File: src/hdl/fpa_pkg.sv
/*
  Package for the front panel and power annunciator: timing constants,
  beep pattern encodings, lamp modes and grouped status carriers.
  Assumes a 100 MHz system clock.
*/
package fpa_pkg;

    // ----------------
    // Timing
    // ----------------
    localparam int unsigned CLK_HZ = 100_000_000;
    localparam int unsigned DISTRESS_HOLD_S = 5;
    localparam int unsigned DISTRESS_HOLD_CYC = DISTRESS_HOLD_S * CLK_HZ;
    localparam int unsigned BLINK_HALF_MS = 250;
    localparam int unsigned BLINK_HALF_CYC = BLINK_HALF_MS * (CLK_HZ / 1000);
    localparam int unsigned BEEP_FAST_MS = 60;
    localparam int unsigned BEEP_FAST_CYC = BEEP_FAST_MS * (CLK_HZ / 1000);
    localparam int unsigned BEEP_NORM_MS = 200;
    localparam int unsigned BEEP_NORM_CYC = BEEP_NORM_MS * (CLK_HZ / 1000);

    // ----------------
    // Beep counts and serial defaults
    // ----------------
    localparam logic [2:0] BEEPS_DISTRESS_RX = 3'h4;
    localparam logic [2:0] BEEPS_PRINTER_ERR = 3'h2;
    localparam logic [2:0] BEEPS_ONE = 3'h1;
    localparam logic [2:0] BEEPS_POS_FIX = 3'h2;
    localparam logic [15:0] SER_DEF_BAUD = 16'h12c0;
    localparam logic [3:0] SER_DEF_DATA_BITS = 4'h8;
    localparam logic SER_DEF_PARITY_EN = 1'b0;
    localparam logic [1:0] SER_DEF_STOP_BITS = 2'h1;

    // ----------------
    // Types
    // ----------------
    typedef enum logic [1:0] {
        FPA_LAMP_OFF,
        FPA_LAMP_ON,
        FPA_LAMP_BLINK
    } fpa_lamp_type;

    typedef struct packed {
        logic [15:0] baud;
        logic [3:0] data_bits;
        logic parity_en;
        logic [1:0] stop_bits;
    } fpa_serial_cfg_type;

    typedef struct packed {
        logic beep_req;
        logic fast;
        logic [2:0] count;
    } fpa_beep_req_type;

    typedef struct packed {
        logic login;
        logic send;
        logic mail;
        logic alarm;
    } fpa_lamps_type;

endpackage

File: src/hdl/fpa_beeper.sv
/*
  Beep pattern sequencer: plays a burst of N beeps, fast or normal.
  Assumes requests are single-cycle pulses; a request while busy is dropped.
*/
`timescale 1ns/1ps
module fpa_beeper #(
    parameter int unsigned FAST_CYC = fpa_pkg::BEEP_FAST_CYC,
    parameter int unsigned NORM_CYC = fpa_pkg::BEEP_NORM_CYC
) (
    // Clock and reset
    input wire logic sys_clk_i,
    input wire logic rst_i,
    input wire logic ce_i,
    // Request
    input wire fpa_pkg::fpa_beep_req_type req_i,
    output logic busy_o,
    // Speaker
    output logic speaker_o
);

    typedef enum logic [1:0] {
        FPA_BP_IDLE,
        FPA_BP_TONE,
        FPA_BP_GAP
    } fpa_bp_state_type;

    fpa_bp_state_type state_r;
    logic [31:0] tmr_r;
    logic [2:0] left_r;
    logic fast_r;
    logic [31:0] len;

    // Fast beeps use the shorter tone and gap
    assign len = fast_r ? 32'(FAST_CYC) : 32'(NORM_CYC);
    assign busy_o = (state_r != FPA_BP_IDLE);

    always_ff @(posedge sys_clk_i)
    begin
        if (rst_i)
        begin
            state_r <= FPA_BP_IDLE;
            tmr_r <= 32'h0;
            left_r <= 3'h0;
            fast_r <= 1'b0;
            speaker_o <= 1'b0;
        end
        else if (ce_i)
        begin
            case (state_r)
                FPA_BP_IDLE:
                begin
                    speaker_o <= 1'b0;
                    if (req_i.beep_req && req_i.count != 3'h0)
                    begin
                        state_r <= FPA_BP_TONE;
                        left_r <= req_i.count;
                        fast_r <= req_i.fast;
                        tmr_r <= 32'h0;
                        speaker_o <= 1'b1;
                    end
                end
                FPA_BP_TONE:
                begin
                    if (tmr_r >= len - 32'h1)
                    begin
                        tmr_r <= 32'h0;
                        speaker_o <= 1'b0;
                        left_r <= left_r - 3'h1;
                        state_r <= FPA_BP_GAP;
                    end
                    else
                    begin
                        tmr_r <= tmr_r + 32'h1;
                    end
                end
                FPA_BP_GAP:
                begin
                    if (tmr_r >= len - 32'h1)
                    begin
                        tmr_r <= 32'h0;
                        if (left_r == 3'h0)
                        begin
                            state_r <= FPA_BP_IDLE;
                        end
                        else
                        begin
                            speaker_o <= 1'b1;
                            state_r <= FPA_BP_TONE;
                        end
                    end
                    else
                    begin
                        tmr_r <= tmr_r + 32'h1;
                    end
                end
                default:
                begin
                    state_r <= FPA_BP_IDLE;
                    speaker_o <= 1'b0;
                end
            endcase
        end
    end

endmodule // fpa_beeper

File: src/hdl/fpa_button_hold.sv
/*
  Hold detector: pulses once when a level has stood high for HOLD_CYC cycles.
  Assumes the input is already synchronous and debounced.
*/
`timescale 1ns/1ps
module fpa_button_hold #(
    parameter int unsigned HOLD_CYC = fpa_pkg::DISTRESS_HOLD_CYC
) (
    // Clock and reset
    input wire logic sys_clk_i,
    input wire logic rst_i,
    input wire logic ce_i,
    // Level in, pulse out
    input wire logic level_i,
    output logic held_o
);

    logic [31:0] cnt_r;
    logic fired_r;

    // A single pulse per hold; releasing the buttons re-arms it
    always_ff @(posedge sys_clk_i)
    begin
        if (rst_i)
        begin
            cnt_r <= 32'h0;
            fired_r <= 1'b0;
            held_o <= 1'b0;
        end
        else if (ce_i)
        begin
            held_o <= 1'b0;
            if (!level_i)
            begin
                cnt_r <= 32'h0;
                fired_r <= 1'b0;
            end
            else if (!fired_r)
            begin
                if (cnt_r >= 32'(HOLD_CYC) - 32'h1)
                begin
                    held_o <= 1'b1;
                    fired_r <= 1'b1;
                end
                else
                begin
                    cnt_r <= cnt_r + 32'h1;
                end
            end
        end
    end

endmodule // fpa_button_hold

File: src/hdl/fpa_annunciator.sv
/*
  Front panel and power annunciator: lamps, speaker patterns, set/alarm
  button decode, power-on resolution and antenna supply selection.
  Assumes all inputs are synchronous to sys_clk_i and event inputs are
  single-cycle pulses from the protocol engine.
*/
`timescale 1ns/1ps

// Contract
// Urgent/distress broadcast or distress alert message gives four fast beeps
// Printer error gives two normal beeps
// Bell character in printed message gives one normal beep
// New transmission start gives one normal beep unless silent
// Distress alert start gives one normal beep
// Distress acknowledgement gives one normal beep unless silent
// First position fix after power-on gives two fast beeps
// Set held at power-on loads 4800 baud, 8 bits, no parity, 1 stop
// Set press after power-on leaves serial settings alone
// Login lamp steady when logged in, blinks when synced, dark otherwise
// Send lamp blinks in protocol, steady transmitting, blinks awaiting ack
// Mail lamp blinks while receiving, steady until message read
// Set plus alarm held five seconds starts distress alert
// Alarm lamp dark, blinks after alert until ack, then steady
// Open remote line is off, line shorted to negative is on
// Master off forces off; else remote or timer gives on
// Wake-up timer switches unit back on after programmed interval
// Antenna supply high when transmitting, selected level when receiving
// Receive supply defaults high; low and high commands select it
// Power lamp lit whenever DC supply present
// Blink and beep timings are parameters with distinct fast and normal
module fpa_annunciator #(
    parameter int unsigned HOLD_CYC = fpa_pkg::DISTRESS_HOLD_CYC,
    parameter int unsigned BLINK_CYC = fpa_pkg::BLINK_HALF_CYC,
    parameter int unsigned FAST_CYC = fpa_pkg::BEEP_FAST_CYC,
    parameter int unsigned NORM_CYC = fpa_pkg::BEEP_NORM_CYC,
    parameter int unsigned WAKE_W = 32
) (
    // Clock and reset
    input wire logic sys_clk_i,
    input wire logic rst_i,
    input wire logic ce_i,
    // Power inputs
    input wire logic dc_present_i,
    input wire logic master_power_switch_i,
    input wire logic remote_line_shorted_i,
    // Wake-up timer control
    input wire logic sleep_req_i,
    input wire logic [WAKE_W-1:0] wake_interval_i,
    // Buttons
    input wire logic set_button_i,
    input wire logic alarm_button_i,
    // Protocol engine events (pulses)
    input wire logic egc_urgent_rx_i,
    input wire logic printer_error_i,
    input wire logic print_bell_i,
    input wire logic tx_start_i,
    input wire logic distress_ack_i,
    input wire logic pos_fix_i,
    // Protocol engine status (levels and pulses)
    input wire logic silent_mode_i,
    input wire logic synced_i,
    input wire logic logged_in_i,
    input wire logic tx_protocol_i,
    input wire logic transmitting_i,
    input wire logic land_earth_station_ack_i,
    input wire logic mail_incoming_i,
    input wire logic mail_received_i,
    input wire logic mail_read_i,
    // Antenna commands
    input wire logic ant_volt_low_cmd_i,
    input wire logic ant_volt_high_cmd_i,
    // Power, serial and distress outputs
    output logic unit_on_o,
    output logic ser_default_load_o,
    output fpa_pkg::fpa_serial_cfg_type ser_default_cfg_o,
    output logic distress_start_o,
    // Antenna supply
    output logic ant_supply_tx_o,
    output logic ant_supply_rx_high_o,
    // Front panel
    output logic power_lamp_o,
    output fpa_pkg::fpa_lamps_type lamps_o,
    output logic speaker_o
);

    // ----------------
    // Power-on resolution
    // ----------------
    logic timer_on_r;
    logic [WAKE_W-1:0] wake_cnt_r;
    logic unit_on;
    logic unit_on_d_r;
    logic power_up;

    // The line reads as on only when strapped to the supply negative
    assign unit_on = master_power_switch_i
                   && (remote_line_shorted_i || timer_on_r);
    assign power_up = unit_on && !unit_on_d_r;

    // Battery-backed timer: counts down while asleep, then wakes the unit
    always_ff @(posedge sys_clk_i)
    begin
        if (rst_i)
        begin
            timer_on_r <= 1'b0;
            wake_cnt_r <= '0;
        end
        else if (ce_i)
        begin
            if (sleep_req_i)
            begin
                timer_on_r <= 1'b0;
                wake_cnt_r <= wake_interval_i;
            end
            else if (!timer_on_r && wake_cnt_r != '0)
            begin
                wake_cnt_r <= wake_cnt_r - 1'b1;
                if (wake_cnt_r == {{(WAKE_W-1){1'b0}}, 1'b1})
                begin
                    timer_on_r <= 1'b1;
                end
            end
        end
    end

    always_ff @(posedge sys_clk_i)
    begin
        if (rst_i)
        begin
            unit_on_d_r <= 1'b0;
            unit_on_o <= 1'b0;
            power_lamp_o <= 1'b0;
        end
        else if (ce_i)
        begin
            unit_on_d_r <= unit_on;
            unit_on_o <= unit_on;
            power_lamp_o <= dc_present_i;
        end
    end

    // ----------------
    // Set button and serial defaults
    // ----------------
    // Sampled only on the power-up edge so later presses do nothing
    always_ff @(posedge sys_clk_i)
    begin
        if (rst_i)
        begin
            ser_default_load_o <= 1'b0;
            ser_default_cfg_o <= '0;
        end
        else if (ce_i)
        begin
            ser_default_load_o <= power_up && set_button_i;
            ser_default_cfg_o.baud <= fpa_pkg::SER_DEF_BAUD;
            ser_default_cfg_o.data_bits <= fpa_pkg::SER_DEF_DATA_BITS;
            ser_default_cfg_o.parity_en <= fpa_pkg::SER_DEF_PARITY_EN;
            ser_default_cfg_o.stop_bits <= fpa_pkg::SER_DEF_STOP_BITS;
        end
    end

    // ----------------
    // Distress trigger
    // ----------------
    logic distress_hold;

    fpa_button_hold #(
        .HOLD_CYC(HOLD_CYC)
    ) u_hold (
        .sys_clk_i(sys_clk_i),
        .rst_i(rst_i),
        .ce_i(ce_i),
        .level_i(set_button_i && alarm_button_i && unit_on_o),
        .held_o(distress_hold)
    );

    assign distress_start_o = distress_hold;

    // ----------------
    // Blink and lamp states
    // ----------------
    logic [31:0] blink_cnt_r;
    logic blink_r;
    logic send_ack_wait_r;
    logic mail_blink_r;
    logic mail_steady_r;
    logic alarm_wait_r;
    logic alarm_acked_r;
    logic tx_d_r;

    always_ff @(posedge sys_clk_i)
    begin
        if (rst_i)
        begin
            blink_cnt_r <= 32'h0;
            blink_r <= 1'b0;
        end
        else if (ce_i)
        begin
            if (blink_cnt_r >= 32'(BLINK_CYC) - 32'h1)
            begin
                blink_cnt_r <= 32'h0;
                blink_r <= !blink_r;
            end
            else
            begin
                blink_cnt_r <= blink_cnt_r + 32'h1;
            end
        end
    end

    // Send: wait-for-ack follows the end of transmitting
    always_ff @(posedge sys_clk_i)
    begin
        if (rst_i)
        begin
            tx_d_r <= 1'b0;
            send_ack_wait_r <= 1'b0;
        end
        else if (ce_i)
        begin
            tx_d_r <= transmitting_i;
            if (tx_d_r && !transmitting_i)
            begin
                send_ack_wait_r <= 1'b1;
            end
            else if (land_earth_station_ack_i || transmitting_i)
            begin
                send_ack_wait_r <= 1'b0;
            end
        end
    end

    // Mail: completion wins over a read in the same cycle
    always_ff @(posedge sys_clk_i)
    begin
        if (rst_i)
        begin
            mail_blink_r <= 1'b0;
            mail_steady_r <= 1'b0;
        end
        else if (ce_i)
        begin
            if (mail_received_i)
            begin
                mail_blink_r <= 1'b0;
                mail_steady_r <= 1'b1;
            end
            else
            begin
                if (mail_incoming_i)
                begin
                    mail_blink_r <= 1'b1;
                end
                if (mail_read_i)
                begin
                    mail_steady_r <= 1'b0;
                end
            end
        end
    end

    // Alarm: blinking after the alert, steady once acknowledged
    always_ff @(posedge sys_clk_i)
    begin
        if (rst_i)
        begin
            alarm_wait_r <= 1'b0;
            alarm_acked_r <= 1'b0;
        end
        else if (ce_i)
        begin
            if (distress_hold)
            begin
                alarm_wait_r <= 1'b1;
                alarm_acked_r <= 1'b0;
            end
            else if (distress_ack_i && alarm_wait_r)
            begin
                alarm_wait_r <= 1'b0;
                alarm_acked_r <= 1'b1;
            end
        end
    end

    always_ff @(posedge sys_clk_i)
    begin
        if (rst_i)
        begin
            lamps_o <= '0;
        end
        else if (ce_i)
        begin
            lamps_o.login <= logged_in_i || (synced_i && blink_r);
            lamps_o.send <= transmitting_i
                || ((tx_protocol_i || send_ack_wait_r) && blink_r);
            lamps_o.mail <= mail_steady_r || (mail_blink_r && blink_r);
            lamps_o.alarm <= alarm_acked_r || (alarm_wait_r && blink_r);
        end
    end

    // ----------------
    // Antenna supply
    // ----------------
    logic ant_rx_high_r;

    always_ff @(posedge sys_clk_i)
    begin
        if (rst_i)
        begin
            ant_rx_high_r <= 1'b1;
            ant_supply_tx_o <= 1'b0;
            ant_supply_rx_high_o <= 1'b1;
        end
        else if (ce_i)
        begin
            if (ant_volt_high_cmd_i)
            begin
                ant_rx_high_r <= 1'b1;
            end
            else if (ant_volt_low_cmd_i)
            begin
                ant_rx_high_r <= 1'b0;
            end
            ant_supply_tx_o <= transmitting_i;
            ant_supply_rx_high_o <= ant_rx_high_r;
        end
    end

    // ----------------
    // Speaker patterns
    // ----------------
    logic fix_seen_r;
    fpa_pkg::fpa_beep_req_type beep_req;

    always_ff @(posedge sys_clk_i)
    begin
        if (rst_i)
        begin
            fix_seen_r <= 1'b0;
        end
        else if (ce_i)
        begin
            if (pos_fix_i)
            begin
                fix_seen_r <= 1'b1;
            end
            else if (power_up)
            begin
                fix_seen_r <= 1'b0;
            end
        end
    end

    // Highest urgency first; a lower event in the same cycle is dropped
    always_comb
    begin
        beep_req = '0;
        if (egc_urgent_rx_i)
        begin
            beep_req = '{1'b1, 1'b1, fpa_pkg::BEEPS_DISTRESS_RX};
        end
        else if (distress_hold)
        begin
            beep_req = '{1'b1, 1'b0, fpa_pkg::BEEPS_ONE};
        end
        else if (distress_ack_i && !silent_mode_i)
        begin
            beep_req = '{1'b1, 1'b0, fpa_pkg::BEEPS_ONE};
        end
        else if (printer_error_i)
        begin
            beep_req = '{1'b1, 1'b0, fpa_pkg::BEEPS_PRINTER_ERR};
        end
        else if (print_bell_i)
        begin
            beep_req = '{1'b1, 1'b0, fpa_pkg::BEEPS_ONE};
        end
        else if (tx_start_i && !silent_mode_i)
        begin
            beep_req = '{1'b1, 1'b0, fpa_pkg::BEEPS_ONE};
        end
        else if (pos_fix_i && !fix_seen_r)
        begin
            beep_req = '{1'b1, 1'b1, fpa_pkg::BEEPS_POS_FIX};
        end
    end

    fpa_beeper #(
        .FAST_CYC(FAST_CYC),
        .NORM_CYC(NORM_CYC)
    ) u_beeper (
        .sys_clk_i(sys_clk_i),
        .rst_i(rst_i),
        .ce_i(ce_i),
        .req_i(beep_req),
        .busy_o(),
        .speaker_o(speaker_o)
    );

endmodule // fpa_annunciator

File: config.mk
export PLATFORM = sky130hd
export DESIGN_NAME = fpa_annunciator
export DESIGN_NICKNAME = d
export VERILOG_FILES = /design/src/hdl/fpa_pkg.sv /design/src/hdl/fpa_beeper.sv /design/src/hdl/fpa_button_hold.sv /design/src/hdl/fpa_annunciator.sv
export SDC_FILE = /design/constraint.sdc
export NUM_CORES = 1
export LEC_CHECK = 0
export BUFFER_PORTS_ARGS = -buffer_cell sky130_fd_sc_hd__buf_2
export CORE_MARGIN = 1.5
export CORE_UTILIZATION = 50
export DETAILED_ROUTE_END_ITERATION = 8
export GPL_ROUTABILITY_DRIVEN = 0
export PLACE_DENSITY = 0.69
export SLEW_MARGIN = 0
export SYNTH_ARGS = -nofsm -noshare
export SYNTH_HDL_FRONTEND = slang
export SYNTH_HIERARCHICAL = 1
export SYNTH_SLANG_ARGS = --single-unit
File: constraint.sdc
create_clock -name sys_clk_i -period 3.6 [get_ports sys_clk_i]
set_clock_uncertainty 0.2 [all_clocks]
set_input_delay 0.72 -clock sys_clk_i [delete_from_list [all_inputs] [get_ports sys_clk_i]]
set_output_delay 0.72 -clock sys_clk_i [all_outputs]
set_load 0.005 [all_outputs]
# [Word level (Yosys, flattened, before mapping)]
# Index checks and enable logic that the tools add are counted.
[word_totals] inputBits=58 regBits=157 output_inout_bits=34
[op_classes] order_cmp=3 n_eq_ne=9 reduce_logical=59 muxes=52 addsub=6
[op_table] cell="32-bit 2-to-1 mux" count=8
[op_table] cell="32-bit by 1-bit adder with 32-bit output, second input constant" count=3
[op_table] cell="32-bit case mux with 2 select lines" count=1
[op_table] cell="32-bit by 1-bit subtractor with 32-bit output, second input constant" count=2
[op_table] cell="5-bit 2-to-1 mux" count=7
[op_table] cell="32-bit by 1-bit == test with 1-bit output, second input constant" count=1
[op_table] cell="32-bit by 25-bit greater-or-equal comparator with 1-bit output, second input constant" count=1
[op_table] cell="32-bit by 29-bit greater-or-equal comparator with 1-bit output, second input constant" count=1
[op_table] cell="32-bit greater-or-equal comparator" count=1
[op_table] cell="32-bit nonzero test" count=1
[op_table] cell="1-bit 2-to-1 mux" count=27
[op_table] cell="25-bit 2-to-1 mux" count=1
[op_table] cell="2-bit nonzero test" count=10
[op_table] cell="1-bit logical AND" count=16
[op_table] cell="2-bit AND reduction" count=8
[op_table] cell="3-bit AND reduction" count=4
[op_table] cell="4-bit AND reduction" count=3
[op_table] cell="1-bit logical OR" count=7
[op_table] cell="1-bit logical NOT" count=6
[op_table] cell="2-bit 2-to-1 mux" count=3
[op_table] cell="3-bit 2-to-1 mux" count=2
[op_table] cell="2-bit by 1-bit inequality test with 1-bit output, second input constant" count=3
[op_table] cell="2-bit inequality test, second input constant" count=3
[op_table] cell="2-bit case mux with 3 select lines" count=1
[op_table] cell="other kinds (9)" count=9

# [Longest topological paths before layout]
[depth] word_depth=13 ltp_mapped=10

# [Cells and area by module]
# Netlist, hierarchy kept.
[by_module_without_submodules] module="fpa_annunciator" area_per_inst_um2=4773.3 seq_area_each_um2=1661.6 cells_per_inst=597 n_inst=1
[by_module_without_submodules] module="fpa_beeper" area_per_inst_um2=2169.6 seq_area_each_um2=780.7 cells_per_inst=246 n_inst=1
[by_module_without_submodules] module="fpa_button_hold" area_per_inst_um2=1921.8 seq_area_each_um2=680.7 cells_per_inst=236 n_inst=1

# [Worst setup path before layout]
# No wires, ideal clock.
[synth_timing] path_type="input -> register" start="in silent_mode_i" end="reg u_beeper.tmr_r[23]" setup_time_ps=115 slack_ps=726 stages=10 arrival_time_ps=2559 path_cell_list="inv_1 -> a21oi_1 -> a21oi_1 -> nor3b_1 -> o31a_1 -> o21ai_0 -> nor3_1 -> and3_1 -> xnor2_1 -> nor2_1"
[synth_lines] element="start, declared" line_no="fpa_annunciator.sv:60" text="input wire logic silent_mode_i,"
[synth_lines] element="end signal, assigned" line_no="fpa_beeper.sv:73" text="tmr_r <= tmr_r + 32'h1;"
[synth_lines] element="end signal, assigned" line_no="fpa_beeper.sv:93" text="tmr_r <= tmr_r + 32'h1;"
[synth_lines] element="end, declared" line_no="fpa_beeper.sv:28" text="logic [31:0] tmr_r;"

==> results.cfg <==
[layout]
fill_cells = 1617
drive_above_1_share_pct = 13.71
finalNetCount = 1210
final_area_um2 = 9873
multi_input_area_um2 = 5214
register_area_um2 = 3123
area_growth_pct = 11.38
final_cells = 1370
layout_common_cells = dfxtp_1 (156), nor2_1 (123), nand2_1 (84)
final_common_cell = dfxtp_1
n_antenna_cell = 0

[place]
place_inst = 1338
dp_hpwl_um = 15100
port_buffers = 74
place_ws_ns = 0.3490
dpl-instance-area_um2 = 9298

[timing]
rsz0062_at_grt = false
slew_violations = 0
final_hold_viol_count = 0
period_minus_slack_ns = 2.951
worst_pin_slew_ns = 1.010
fmax_mhz = 338.9
post-route-period-util_pct = 81.97
finalSetupTns_ns = 0
setup_ws_ns = 0.6492
finalSetupViolations = 0
relSlewSlack_pct = 32.65

[routing]
avgViaCountPerCell = 6.060
ant_nets = 0
first_pass_iters = 5
drc = 0
drtIter0Drc = 694
vias = 8302
wl_um = 22100
wl_per_cell_um = 16.13

[floorplanning]
coreArea_um2 = 17300
num_rows = 48
start_util_pct = 51.25
die-area_um2 = 18540
die_w_um = 136.2
pin_count = 92
fp.dieH_um = 136.2

[critical_path]
cp_max_fo = 6
cp-startpoint = distress_ack_i
path_class = in2reg
cp-end-kind = register
arrival_ns = 3.07
ff2ff_path_depth = 8
r2r_setup_slack_ns = 0.73
worstReg2RegStart = u_hold/held_o
cp-start-kind = input port
reg2reg_to = u_beeper/left_r[2]
critPathRequiredTime_ns = 3.72

[clock_network]
h-tree-depth = 4
cts_tree = done
clk_pin_slew_worst_paths_ns = 0.06
clockRootBuffer = clkbuf_16
post_cts_buffers = 0
cts_hold_repair.buffers = 0
clk_latency_ns = 0.43
cts_inserted_buffers = 17
cts_sinks = 156
cts_resized = 0
cts_buffer_depth = 2

[worst_hold_path]
hold_class = reg2reg
worstHoldStart = fix_seen_r
hold-path-endpoint = fix_seen_r
hold_depth = 2

[global_route]
antenna_found_initial = 0
grt_remaining_overflow = 0
grt_usage_pct = 24.37
grt_max_degree = 54
grt_pass1_vias = 7604
grt_pass1_wl_um = 36830

[yosys]
synth-main-ff-cell = dfxtp_1
syn_area_per_cell_um2 = 8.216
synth_area_um2 = 8865
yosys.area.top_type_share_pct = 35.23
synth.distinct_cells = 87
ys_ff_latch = 156
seq_area_frac_synth_pct = 35.23
synth_edf_count = 0
async_reset_ff_share_pct = 0
synth_cells = 1079
synth_area_leaders = dfxtp_1 (35%), nor2_1 (5.2%), a21oi_1 (3.8%)
yosys_warnings = 6
yosys.area.top_type = dfxtp_1

[outcome]
status = completed

[power]
finalPower_mw = 4.169
power_leakage_nw = 3.617
power_density_nw_per_um2 = 422.3
peakVddDrop_mv = 0.3407

[run]
maxCapViolations = 0
final cells by class:
type	count	share of cell area (%)
Tap cell	225	2.851
Multi-Input combinational cell	827	52.81
Clock inverter	12	1.407
Inverter	33	1.255
Timing Repair Buffer	97	5.627
Sequential cell	156	31.63
Clock buffer	20	4.423
critical path, stage by stage:
cell and delay (ns):
buf_2 0.11, a21oi_1 0.36, nor3b_1 0.42, o31a_1 0.28
o21ai_0 0.23, nor3_1 0.37, a31oi_4 0.09, a22o_1 0.24
a31o_2 0.23
report_power, final:
group	leakage [nW]	switching [mW]	internal (mW)	total, mW
clock	0.267	0.749	1.03	1.78
combinational	2.08	0.352	0.213	0.565
sequential	1.27	0.0527	1.78	1.83
flip-flops by register name, summed over array words and instances, names as in the netlist, 2 cells and up:
signal / cells
u_beeper/left_r: 3
u_hold/cnt_r: 32
lamps_o: 4
blink_cnt_r: 32
u_beeper/state_r: 2
wake_cnt_r: 32
u_beeper/tmr_r: 32
through the flow:
stage / hold slack (ns) / util, %
2_1_floorplan: 0.2298 / -
3_3_place_gp: 0.2614 / 53.75
3_5_place_dp: 0.2612 / 53.75
4_1_cts: 0.2742 / 57.08
5_1_grt: 0.2866 / 57.08
6_report: 0.2740 / 57.08
synthesized netlist by cell type, types with 4 or more instances:
cell and number:
and2_1 15, and3_1 23, nor4_1 11, o21ai_1 7, and4_1 21, clkbuf_1 38
mux2i_1 6, xor2_1 32, o31a_1 5, o21a_1 5, buf_2 5, o31ai_1 22
a41oi_1 7, nor3_1 30, nand2b_1 10, o32ai_1 4, a31oi_1 23, inv_1 32
dfxtp_1 156, a21o_1 4, or3_1 11, ha_1 20, a211oi_1 12, nand4_1 34
a21oi_1 67, nor2b_1 8, nor2_1 123, o311ai_0 16, nand3_1 45, a311oi_1 5
or4_1 17, a22oi_1 9, xnor2_1 18, o211ai_1 14, buf_4 23, nand2_1 84
buf_6 10, o41ai_1 7, o21ai_0 25
cell families (layout without fill, tap and decap cells):
logic type,count (synthesis),in the layout,share of synthesized area [%]
compound gates,271,271,21.71
mux,6,6,0.6775
fa+ha+maj,20,20,2.823
simple gates,463,463,27.95
other cells,1,17,0.04230
xor+xnor,50,50,4.940
buf+inv,112,162,6.634
flops,156,156,35.23
per-layer routing:
metal	track usage (%)	wire (um)	up-vias
met2	38.33	10030	282
li1	-	-	4116
met4	7.920	384	0
met1	33.46	10420	3870
met5	0	0	-
met3	4.773	1266	34
worst max path at each step:
stage | endpoint | slack [ns]
2_1_floorplan | u_beeper/tmr_r[23] | 0.73
3_3_place_gp | u_beeper/left_r[2] | 0.44
3_5_place_dp | u_beeper/left_r[2] | 0.35
4_1_cts | u_beeper/left_r[2] | 0.70
5_1_grt | u_beeper/left_r[2] | 0.38
6_report | u_beeper/left_r[2] | 0.65
Power figures use the tool's default switching activity.
